## config.mk

```make
export PLATFORM = sky130hd
export DESIGN_NAME = ext_interrupt_and_vector_map
export DESIGN_NICKNAME = d
export VERILOG_FILES = /design/src/hdl/eimap_pkg.sv /design/src/hdl/ext_interrupt_and_vector_map.sv
export VERILOG_INCLUDE_DIRS = /design/src /design/src/hdl
export SDC_FILE = /design/constraint.sdc
export NUM_CORES = 1
export LEC_CHECK = 0
export ABC_AREA = 0
export BUFFER_PORTS_ARGS = -buffer_cell sky130_fd_sc_hd__buf_2
export CORE_MARGIN = 5
export CORE_UTILIZATION = 40
export CTS_CLUSTER_DIAMETER = 200
export DETAILED_ROUTE_END_ITERATION = 7
export GPL_TIMING_DRIVEN = 0
export HOLD_SLACK_MARGIN = 0.06
export PLACE_DENSITY = 0.67
export SYNTH_ARGS = -nofsm -noshare
export SYNTH_HDL_FRONTEND = slang
export SYNTH_SLANG_ARGS = --single-unit
```

## constraint.sdc

```tcl
create_clock -name i_mclk -period 6.3 [get_ports i_mclk]
set_input_delay 0.315 -clock i_mclk [delete_from_list [all_inputs] [get_ports i_mclk]]
set_output_delay 0.315 -clock i_mclk [all_outputs]
set_load 0.02 [all_outputs]
```

## src/hdl/eimap_cfg.svh

```systemverilog
// constants of the external-interrupt front end and vector map
// assumes a single 100 MHz cpu clock and an axi4-lite register slave
//
// Functional notes
// RULE_01: fixed priority reset down to serial port; two-byte vectors descending from top.
// RULE_02: auto-reload overflow has own vector; ends active-halt only.
// RULE_03: lite periodic one has lowest timer vector; ends active-halt.
// RULE_04: lite capture has own vector; never ends active-halt.
// RULE_05: lite periodic two vectored below external lines; no halt wake.
// RULE_06: auto wake source ends auto-wake halt only, not ordinary halt.
// RULE_07: in halt only auto wake and halt-capable sources may wake.
// RULE_08: sensitivity register: line3 7:6, line2 5:4, line1 3:2, line0 1:0.
// RULE_09: line zero fixed to port a pin 0, line one to pin 7.
// RULE_10: sense 00 fall+low, 01 rise, 10 fall, 11 both edges.
// RULE_11: sensitivity writes taken only while core interrupt mask is set.
// RULE_12: line three pin: 00 port b pin0, 01 pin1, 10 pin2.
// RULE_13: line two pin: 00 pin3, 01 pin4, 10 pin5, 11 pin6.
// RULE_14: pin select register resets to 0Ch.
// RULE_15: line two on port b pin four gives nothing in halt.
// RULE_16: on entry push condition codes, load priority bits with routine level.
// RULE_17: vector fetch clears that external line's pending latch.
// RULE_18: any sensitivity change discards all pending external requests.
// RULE_19: pin counts only when input direction and option bit set.
// RULE_20: pins synchronised; edges by sample compare; fall+low holds while low.
`ifndef EIMAP_CFG_SVH
`define EIMAP_CFG_SVH

`define SENS_OFS 8'h00
`define SEL_OFS 8'h04
`define STAT_OFS 8'h08
`define SENS_RST 8'h00
`define SEL_RST 8'h0C
`define L3_FIELD 7:6
`define L2_FIELD 5:4
`define L1_FIELD 3:2
`define L0_FIELD 1:0
`define SENSE_FALL_LOW 2'h0
`define SENSE_RISE 2'h1
`define SENSE_FALL 2'h2
`define SENSE_BOTH 2'h3
`define LINE0_PIN 3'h0
`define LINE1_PIN 3'h7
`define LINE2_BASE 3'h3
`define LINE3_NONE 2'h3
`define LINE2_PB4 2'h1
`define LEVEL_MASKED 2'h3
`define VEC_TOP 16'hFFFE
`define SLOT_RESET 4'h0
`define SLOT_EXT0 4'h3
`define WAKE_HALT 16'h4079
`define WAKE_AWU_HALT 16'h407D
`define WAKE_ACT_HALT 16'h2801
`define WAKE_RUN 16'hFFFF
`define RESP_OKAY 2'h0
`define RESP_SLVERR 2'h2

`endif

```

## src/hdl/eimap_pkg.sv

```systemverilog
// types shared by the interrupt map and its bench
// assumes eimap_cfg.svh supplies every constant
package eimap_pkg;

	typedef enum logic [1:0] {
		PM_RUN,
		PM_HALT,
		PM_ACTIVE_HALT,
		PM_AWU_HALT
	} power_mode_e;

	typedef struct packed {
		logic trap;
		logic auto_wake_source;
		logic lite_two;
		logic supply_warning_source;
		logic at_cmp;
		logic at_ovf;
		logic lite_cap;
		logic lite_one;
		logic spi;
	} periph_req_s;

	typedef struct packed {
		logic valid;
		logic [3:0] slot;
		logic [15:0] vector;
	} irq_req_s;

endpackage : eimap_pkg

```

## src/hdl/ext_interrupt_and_vector_map.sv

```systemverilog
// external interrupt front end, priority encoder and vector map
// assumes port pins are asynchronous; all other inputs are on i_mclk
//
// The address map and the AXI4-Lite interface to the registers were chosen for this implementation.
`timescale 1ns/1ps
`include "eimap_cfg.svh"

module ext_interrupt_and_vector_map #(
	parameter int ADDR_W = 8
) (
	input wire logic i_mclk,
	input wire logic i_rst_n,
	input wire logic i_s_axi_awvalid,
	output logic o_s_axi_awready,
	input wire logic [ADDR_W-1:0] i_s_axi_awaddr,
	input wire logic i_s_axi_wvalid,
	output logic o_s_axi_wready,
	input wire logic [31:0] i_s_axi_wdata,
	input wire logic [3:0] i_s_axi_wstrb,
	output logic o_s_axi_bvalid,
	input wire logic i_s_axi_bready,
	output logic [1:0] o_s_axi_bresp,
	input wire logic i_s_axi_arvalid,
	output logic o_s_axi_arready,
	input wire logic [ADDR_W-1:0] i_s_axi_araddr,
	output logic o_s_axi_rvalid,
	input wire logic i_s_axi_rready,
	output logic [31:0] o_s_axi_rdata,
	output logic [1:0] o_s_axi_rresp,
	input wire logic [7:0] i_port_a,
	input wire logic [7:0] i_port_b,
	input wire logic [7:0] i_port_a_dir,
	input wire logic [7:0] i_port_a_opt,
	input wire logic [7:0] i_port_b_dir,
	input wire logic [7:0] i_port_b_opt,
	input wire eimap_pkg::periph_req_s i_periph_req,
	input wire eimap_pkg::power_mode_e i_power_mode,
	input wire logic [1:0] i_cc_level,
	input wire logic [1:0] i_routine_level,
	input wire logic i_vec_fetch,
	output eimap_pkg::irq_req_s o_irq,
	output logic o_wake,
	output logic o_cc_push,
	output logic [1:0] o_cc_level
);

	// ************************************************************
	// decode helpers
	// ************************************************************

	// one edge event for a line under its sense field; the fall+low level is added by line_hold
	function automatic logic sense_event(input logic [1:0] mode,
			input logic prev, input logic cur);
		logic rise;
		logic fall;
		rise = ~prev & cur;
		fall = prev & ~cur;
		unique case (mode)
			`SENSE_FALL_LOW: sense_event = fall; // RULE_10
			`SENSE_RISE: sense_event = rise; // RULE_10
			`SENSE_FALL: sense_event = fall; // RULE_10
			`SENSE_BOTH: sense_event = rise | fall; // RULE_10
		endcase
	endfunction : sense_event

	// lowest set index wins: slot 0 is highest priority
	function automatic logic [3:0] first_set(input logic [15:0] req);
		logic [3:0] idx;
		idx = 4'h0;
		for (int i = 15; i >= 0; i--) begin
			if (req[i]) begin
				idx = 4'(i);
			end
		end
		first_set = idx;
	endfunction : first_set

	// ************************************************************
	// pin synchronisers
	// ************************************************************

	logic [15:0] pin_raw;
	logic [15:0] pin_s1_q;
	logic [15:0] pin_s2_q;
	logic [15:0] pin_s3_q;
	logic [15:0] pin_stable_q;

	assign pin_raw = {i_port_b, i_port_a};

	// a change counts only once the second and third stages agree
	genvar gp;
	generate
		for (gp = 0; gp < 16; gp++) begin : g_sync
			always_ff @(posedge i_mclk or negedge i_rst_n) begin
				if (!i_rst_n) begin
					pin_s1_q[gp] <= 1'b1;
					pin_s2_q[gp] <= 1'b1;
					pin_s3_q[gp] <= 1'b1;
					pin_stable_q[gp] <= 1'b1;
				end else begin
					pin_s1_q[gp] <= pin_raw[gp]; // RULE_20
					pin_s2_q[gp] <= pin_s1_q[gp];
					pin_s3_q[gp] <= pin_s2_q[gp];
					if (pin_s2_q[gp] == pin_s3_q[gp]) begin
						pin_stable_q[gp] <= pin_s3_q[gp];
					end
				end
			end
		end
	endgenerate

	// ************************************************************
	// registers
	// ************************************************************

	logic [7:0] sens_q;
	logic [7:0] sel_q;
	logic [3:0] pend_q;
	logic [3:0] line_prev_q;

	// ************************************************************
	// pin selection and enable
	// ************************************************************

	logic [7:0] port_a_stable;
	logic [7:0] port_b_stable;
	logic [7:0] port_a_irq_en;
	logic [7:0] port_b_irq_en;
	logic [1:0] sel3;
	logic [1:0] sel2;
	logic [2:0] line2_pin;
	logic [3:0] line_level;
	logic [3:0] line_en;
	logic [1:0] line_mode [4];
	logic in_halt;
	logic line2_blocked;

	assign port_a_stable = pin_stable_q[7:0];
	assign port_b_stable = pin_stable_q[15:8];
	// a pin interrupts only as input with its option bit set
	assign port_a_irq_en = ~i_port_a_dir & i_port_a_opt; // RULE_19
	assign port_b_irq_en = ~i_port_b_dir & i_port_b_opt; // RULE_19
	assign sel3 = sel_q[`L3_FIELD];
	assign sel2 = sel_q[`L2_FIELD];
	assign line2_pin = `LINE2_BASE + {1'b0, sel2}; // RULE_13

	assign line_level[0] = port_a_stable[`LINE0_PIN]; // RULE_09
	assign line_level[1] = port_a_stable[`LINE1_PIN]; // RULE_09
	assign line_level[2] = port_b_stable[line2_pin]; // RULE_13
	assign line_level[3] = port_b_stable[{1'b0, sel3}]; // RULE_12

	assign in_halt = (i_power_mode == eimap_pkg::PM_HALT) ||
		(i_power_mode == eimap_pkg::PM_AWU_HALT);
	assign line2_blocked = in_halt && (sel2 == `LINE2_PB4); // RULE_15

	assign line_en[0] = port_a_irq_en[`LINE0_PIN];
	assign line_en[1] = port_a_irq_en[`LINE1_PIN];
	assign line_en[2] = port_b_irq_en[line2_pin] & ~line2_blocked;
	// code 11 names no pin for line three, so the line stays idle
	assign line_en[3] = port_b_irq_en[{1'b0, sel3}] &
		(sel3 != `LINE3_NONE); // RULE_12

	assign line_mode[0] = sens_q[`L0_FIELD]; // RULE_08
	assign line_mode[1] = sens_q[`L1_FIELD]; // RULE_08
	assign line_mode[2] = sens_q[`L2_FIELD]; // RULE_08
	assign line_mode[3] = sens_q[`L3_FIELD]; // RULE_08

	// ************************************************************
	// register bus
	// ************************************************************

	logic aw_have_q;
	logic w_have_q;
	logic [ADDR_W-1:0] aw_addr_q;
	logic [7:0] w_data_q;
	logic w_lane0_q;
	logic wr_fire;
	logic wr_sens;
	logic wr_sel;
	logic sens_ok;
	logic sens_take;
	logic [1:0] wr_resp;
	logic rd_fire;
	logic rd_hit;
	logic [7:0] rd_byte;

	assign wr_fire = aw_have_q & w_have_q & ~o_s_axi_bvalid;
	assign wr_sens = aw_addr_q == ADDR_W'(`SENS_OFS);
	assign wr_sel = aw_addr_q == ADDR_W'(`SEL_OFS);
	// software must mask interrupts first; otherwise the write is refused
	assign sens_ok = i_cc_level == `LEVEL_MASKED; // RULE_11
	assign sens_take = wr_fire & wr_sens & sens_ok & w_lane0_q; // RULE_11
	assign wr_resp = (wr_sel || (wr_sens && sens_ok)) ?
		`RESP_OKAY : `RESP_SLVERR;

	assign rd_fire = i_s_axi_arvalid & o_s_axi_arready;
	assign rd_hit = (i_s_axi_araddr == ADDR_W'(`SENS_OFS)) ||
		(i_s_axi_araddr == ADDR_W'(`SEL_OFS)) ||
		(i_s_axi_araddr == ADDR_W'(`STAT_OFS));
	assign rd_byte = (i_s_axi_araddr == ADDR_W'(`SENS_OFS)) ? sens_q :
		(i_s_axi_araddr == ADDR_W'(`SEL_OFS)) ? sel_q :
		(i_s_axi_araddr == ADDR_W'(`STAT_OFS)) ? {line_level, pend_q} :
		8'h00;

	always_ff @(posedge i_mclk or negedge i_rst_n) begin
		if (!i_rst_n) begin
			aw_have_q <= 1'b0;
			w_have_q <= 1'b0;
			aw_addr_q <= '0;
			w_data_q <= 8'h00;
			w_lane0_q <= 1'b0;
			o_s_axi_awready <= 1'b0;
			o_s_axi_wready <= 1'b0;
			o_s_axi_bvalid <= 1'b0;
			o_s_axi_bresp <= `RESP_OKAY;
		end else begin
			o_s_axi_awready <= ~aw_have_q & ~(i_s_axi_awvalid &
				o_s_axi_awready);
			o_s_axi_wready <= ~w_have_q & ~(i_s_axi_wvalid & o_s_axi_wready);
			if (i_s_axi_awvalid && o_s_axi_awready) begin
				aw_have_q <= 1'b1;
				aw_addr_q <= i_s_axi_awaddr;
			end
			if (i_s_axi_wvalid && o_s_axi_wready) begin
				w_have_q <= 1'b1;
				w_data_q <= i_s_axi_wdata[7:0];
				w_lane0_q <= i_s_axi_wstrb[0];
			end
			if (wr_fire) begin
				aw_have_q <= 1'b0;
				w_have_q <= 1'b0;
				o_s_axi_bvalid <= 1'b1;
				o_s_axi_bresp <= wr_resp;
			end else if (o_s_axi_bvalid && i_s_axi_bready) begin
				o_s_axi_bvalid <= 1'b0;
			end
		end
	end

	always_ff @(posedge i_mclk or negedge i_rst_n) begin
		if (!i_rst_n) begin
			o_s_axi_arready <= 1'b0;
			o_s_axi_rvalid <= 1'b0;
			o_s_axi_rdata <= 32'h0000_0000;
			o_s_axi_rresp <= `RESP_OKAY;
		end else begin
			o_s_axi_arready <= ~o_s_axi_rvalid & ~rd_fire;
			if (rd_fire) begin
				o_s_axi_rvalid <= 1'b1;
				o_s_axi_rdata <= {24'h00_0000, rd_byte};
				o_s_axi_rresp <= rd_hit ? `RESP_OKAY : `RESP_SLVERR;
			end else if (o_s_axi_rvalid && i_s_axi_rready) begin
				o_s_axi_rvalid <= 1'b0;
			end
		end
	end

	always_ff @(posedge i_mclk or negedge i_rst_n) begin
		if (!i_rst_n) begin
			sens_q <= `SENS_RST;
			sel_q <= `SEL_RST; // RULE_14
		end else begin
			if (sens_take) begin
				sens_q <= w_data_q; // RULE_11
			end
			if (wr_fire && wr_sel && w_lane0_q) begin
				sel_q <= w_data_q;
			end
		end
	end

	// ************************************************************
	// external line latches
	// ************************************************************

	logic [3:0] line_evt;
	logic [3:0] line_hold;
	logic [3:0] fetch_clr;
	logic [3:0] pend_d;
	logic [3:0] ext_req;
	logic fetch_ext;

	assign fetch_ext = i_vec_fetch & o_irq.valid &
		(o_irq.slot >= `SLOT_EXT0) & (o_irq.slot < `SLOT_EXT0 + 4'h4);

	genvar gl;
	generate
		for (gl = 0; gl < 4; gl++) begin : g_line
			assign line_evt[gl] = line_en[gl] & sense_event(line_mode[gl],
				line_prev_q[gl], line_level[gl]); // RULE_20
			// fall+low keeps asking while the pin is held low
			assign line_hold[gl] = line_en[gl] & ~line_level[gl] &
				(line_mode[gl] == `SENSE_FALL_LOW); // RULE_20
			assign fetch_clr[gl] = fetch_ext &
				(o_irq.slot == `SLOT_EXT0 + 4'(gl)); // RULE_17
			// a new edge in the fetch cycle survives the clear
			assign pend_d[gl] = line_evt[gl] |
				(pend_q[gl] & ~fetch_clr[gl]); // RULE_17
			assign ext_req[gl] = (pend_q[gl] | line_hold[gl]) & line_en[gl];
		end
	endgenerate

	// a sensitivity change wipes pending lines, edges included
	always_ff @(posedge i_mclk or negedge i_rst_n) begin
		if (!i_rst_n) begin
			pend_q <= 4'h0;
			line_prev_q <= 4'hF;
		end else begin
			line_prev_q <= line_level; // RULE_20
			if (sens_take) begin
				pend_q <= 4'h0; // RULE_18
			end else begin
				pend_q <= pend_d;
			end
		end
	end

	// ************************************************************
	// priority, wake-up and vector
	// ************************************************************

	logic reset_pend_q;
	logic [15:0] raw_req;
	logic [15:0] wake_mask;
	logic [15:0] eff_req;
	logic [3:0] win_slot;
	logic [15:0] win_vector;

	assign raw_req = {
		1'b0,
		i_periph_req.spi,
		i_periph_req.lite_one, // RULE_03
		i_periph_req.lite_cap, // RULE_04
		i_periph_req.at_ovf, // RULE_02
		i_periph_req.at_cmp,
		i_periph_req.supply_warning_source,
		1'b0,
		i_periph_req.lite_two, // RULE_05
		ext_req,
		i_periph_req.auto_wake_source, // RULE_06
		i_periph_req.trap,
		reset_pend_q
	}; // RULE_01

	// in a low-power mode only sources able to end that mode are seen
	assign wake_mask =
		(i_power_mode == eimap_pkg::PM_HALT) ? `WAKE_HALT : // RULE_07
		(i_power_mode == eimap_pkg::PM_AWU_HALT) ? `WAKE_AWU_HALT : // RULE_06
		(i_power_mode == eimap_pkg::PM_ACTIVE_HALT) ? `WAKE_ACT_HALT :
		`WAKE_RUN; // RULE_02
	assign eff_req = raw_req & wake_mask;
	assign win_slot = first_set(eff_req); // RULE_01
	assign win_vector = `VEC_TOP - {11'h000, win_slot, 1'b0}; // RULE_01

	always_ff @(posedge i_mclk or negedge i_rst_n) begin
		if (!i_rst_n) begin
			reset_pend_q <= 1'b1;
			o_irq <= '0;
			o_wake <= 1'b0;
			o_cc_push <= 1'b0;
			o_cc_level <= `LEVEL_MASKED;
		end else begin
			if (i_vec_fetch && o_irq.valid && o_irq.slot == `SLOT_RESET) begin
				reset_pend_q <= 1'b0;
			end
			o_irq.valid <= |eff_req;
			o_irq.slot <= win_slot;
			o_irq.vector <= win_vector;
			o_wake <= (|eff_req) && (i_power_mode != eimap_pkg::PM_RUN);
			// reset entry saves nothing, so no push for slot zero
			o_cc_push <= i_vec_fetch & o_irq.valid &
				(o_irq.slot != `SLOT_RESET); // RULE_16
			if (i_vec_fetch && o_irq.valid) begin
				o_cc_level <= i_routine_level; // RULE_16
			end
		end
	end

endmodule : ext_interrupt_and_vector_map

```

==> flow_metrics.py <==
metrics = {
    "floorplanning": {
        "num_rows": 41,
        "die_y_um": 124,
        "die_area_sq_um": 15300,
        "fp.dieW_um": 124,
        "start_util_pct": 40.8,
        "core_area_sq_um": 12700,
        "ioPinCount": 189,
    },
    "clock_network": {
        "cts_max_path_buffers": 2,
        "htree_levels": 4,
        "post_cts_buffers": 0,
        "cts_hold_buf": 11,
        "clockRootBuffer": "clkbuf_16",
        "cts_tree": "built",
        "cts_resized": 0,
        "cts_made_buffers": 17,
        "clk_pin_slew_ns": 0.05,
        "cts.sinks": 113,
        "insertion_delay_ns": 0.41,
    },
    "finish": {
        "fin_nets": 749,
        "fin_util_pct": 54.3,
        "final_cell_area_sq_um": 6880,
        "antenna_cells": 0,
        "layout-drive-gt1-share_pct": 43.6,
        "area_growth_pct": 32.9,
    },
    "routing": {
        "drc": 0,
        "wirelength_um": 11500,
        "routed_via_density": 4.78,
        "dr.pass1.iters": 4,
        "drt-initial-drc-count": 146,
        "vias": 3805,
        "wl_per_cell_um": 14.4,
        "postRouteAntennaNets": 0,
    },
    "sta": {
        "rsz0062_at_grt": "false",
        "clock_skew_ns": 0.00620,
        "worstMarginPinSlew_ns": 0.839,
        "setup_tns_ns": 0,
        "max_freq_ghz": 0.322,
        "relSlewSlack_pct": 43.6,
        "setup_viol": 0,
        "final_hold_viol_count": 0,
        "fin_hold_ws_ns": 0.0818,
        "period_share_pct": 49.2,
        "period_needed_ns": 3.10,
        "slew_viol_final": 0,
    },
    "synth": {
        "synth_seq_cells": 113,
        "postSynthCellCount": 439,
        "syn_area_sq_um": 5170,
        "yosysTopAreaCell": "dfrtp_1",
        "synth_top_area_share_pct": 30.9,
        "ys_seq_area_share_pct": 55.8,
        "synth-edff-count": 0,
        "synth_commonest_cells": "dfrtp_1 (64), dfstp_2 (49), buf_4 (38)",
        "async_flop_share_pct": 100,
        "synth.most_common_cell": "dfrtp_1",
        "ys_warn_count": 0,
        "synth_area_leaders": "dfrtp_1 (31%), dfstp_2 (25%), mux2_2 (6.1%)",
        "ys.flop_type": "dfrtp_1",
        "synth_cell_types": 55,
        "avgSynthCellArea_sq_um": 11.8,
    },
    "worst_setup_path": {
        "critPathCaptureType": "flip-flop",
        "worst_ep_arrival_time_ns": 3.37,
        "critPathKind": "reg2reg",
        "crit_path_max_fanout": 10,
        "startpoint_type": "flip-flop",
        "crit_required_ns": 6.57,
    },
    "placed_design": {
        "dpl.hpwl_um": 8660,
        "io_buffer_count": 115,
        "place_area_sq_um": 6090,
        "gp_congestion": 0.879,
    },
    "grt": {
        "grt_max_degree": 78,
        "grt_pass1_vias": 3793,
        "grt_pass1_wl_um": 18200,
        "overflow": 0,
        "antenna_found_initial": 1,
        "gr-usage-all-layers_pct": 15.5,
    },
    "status": {
        "status": "completed",
    },
    "power_and_ir_drop": {
        "p_leak_nw": 3.23,
        "max-vdd-ir-drop_mv": 0.188,
        "power_density_nw_per_um2": 367,
        "power.total_mw": 2.53,
    },
    "run": {
        "maxCapViolations": 0,
    },
    "min_path": {
        "hold_path_class": "in2reg",
    },
}
## flip-flops by register name, indices dropped and copies added, names as in the netlist, 2 cells and up
name and cells:
pend_q 4, line_prev_q 4, line_level 2, o_irq 10, o_s_axi_rdata 8, aw_addr_q 8
sel_q 8, o_cc_level 2, pin_stable_q 8, w_data_q 8, sens_q 8, pin_s2_q 10
pin_s3_q 10, pin_s1_q 10
## path summary, 6_finish.rpt
check	from	to	slack [ns]	depth (start not counted)
setup reg to reg	sel_q[4]	o_irq[18]	3.20	10
min in group asynchronous	i_rst_n	aw_addr_q[1]	0.41	2
hold / removal	i_s_axi_bready	o_s_axi_bvalid	0.08	2
hold reg to reg	pin_s1_q[12]	pin_s2_q[12]	0.35	0
max in group asynchronous	i_rst_n	reset_pend_q	5.14	3
setup / recovery	sel_q[4]	o_irq[18]	3.20	10
## placed cells by master (no fill, tap or decap), types with 2 or more instances in the layout
master / Yosys / final
dfstp_2: 49 / 49
a21oi_1: 20 / 20
nand3_1: 11 / 11
conb_1: 2 / 28
o22ai_1: 6 / 6
nor3_2: 2 / 2
buf_2: 2 / 116
bufinv_16: 0 / 3
a21o_1: 2 / 2
nor2b_1: 8 / 8
clkbuf_16: 0 / 20
mux2i_1: 10 / 10
nor3b_1: 3 / 3
nand4_1: 2 / 2
nand3b_1: 3 / 3
nand2_1: 26 / 26
dlygate4sd3_1: 0 / 11
clkinv_2: 0 / 3
o31ai_1: 2 / 2
o41ai_1: 3 / 3
mux2_2: 28 / 28
inv_1: 25 / 25
or4_1: 2 / 2
o41a_1: 2 / 2
nor3_1: 7 / 7
nor2_1: 29 / 29
nand2b_1: 5 / 5
clkbuf_1: 6 / 7
a31oi_1: 5 / 5
clkbuf_8: 0 / 4
nor4_1: 2 / 2
o31a_1: 4 / 4
o32a_1: 2 / 2
maj3_1: 10 / 10
mux2_1: 8 / 8
buf_4: 38 / 39
dfrtp_1: 64 / 64
or3_1: 3 / 3
ha_1: 15 / 15
o21ai_0: 13 / 13
## worst max-delay path: stages (launching register included)
cell and delay, ns:
dfrtp_1 0.36, buf_2 0.25, inv_1 0.15, ha_1 0.34, clkbuf_1 0.32, nor4b_1 0.12
a31oi_1 0.17, a21boi_1 0.08, o31ai_1 0.49, nor3_2 0.20, o41a_1 0.50
## per-layer routing
layer	wire, um	GRT usage [%]	vias up
li1	-	-	1821
met4	238	6.99	2
met5	13	0	-
met2	5480	25.2	120
met3	920	4.77	21
met1	4800	18.8	1841
## power by group
group          switching [mW]  internal [mW]
combinational           0.266          0.223
sequential             0.0989          0.887
clock                   0.319          0.733
## layout make-up
cell class / instances / area [sq um]
buffer: 46 / 318
clock buffer: 25 / 559
clock inverter: 7 / 113
fill: 1114 / 5800
inverter: 25 / 93.8
multi-input combinational: 281 / 1970
sequential: 113 / 2890
tap: 172 / 215
timing repair buffer: 127 / 716
## cells by family after synthesis
| logic type | synth area share [%] |
|---|---|
| flip-flops | 55.8 |
| AND/OR/NAND/NOR | 11.0 |
| multiplexers | 10.1 |
| adder cells (fa/ha/maj) | 5.56 |
| other | 0.145 |
| buffers and inverters | 7.95 |
| AO/OA/AOI/OAI | 9.41 |
## per-stage QoR
stage,std cells,worst slack (ns)
CTS,796,3.25
global route,796,3.04
detailed placement,753,3.27
finish,796,3.20
floorplan,465,3.82
global placement,752,3.35
Power figures use the tool's default switching activity.
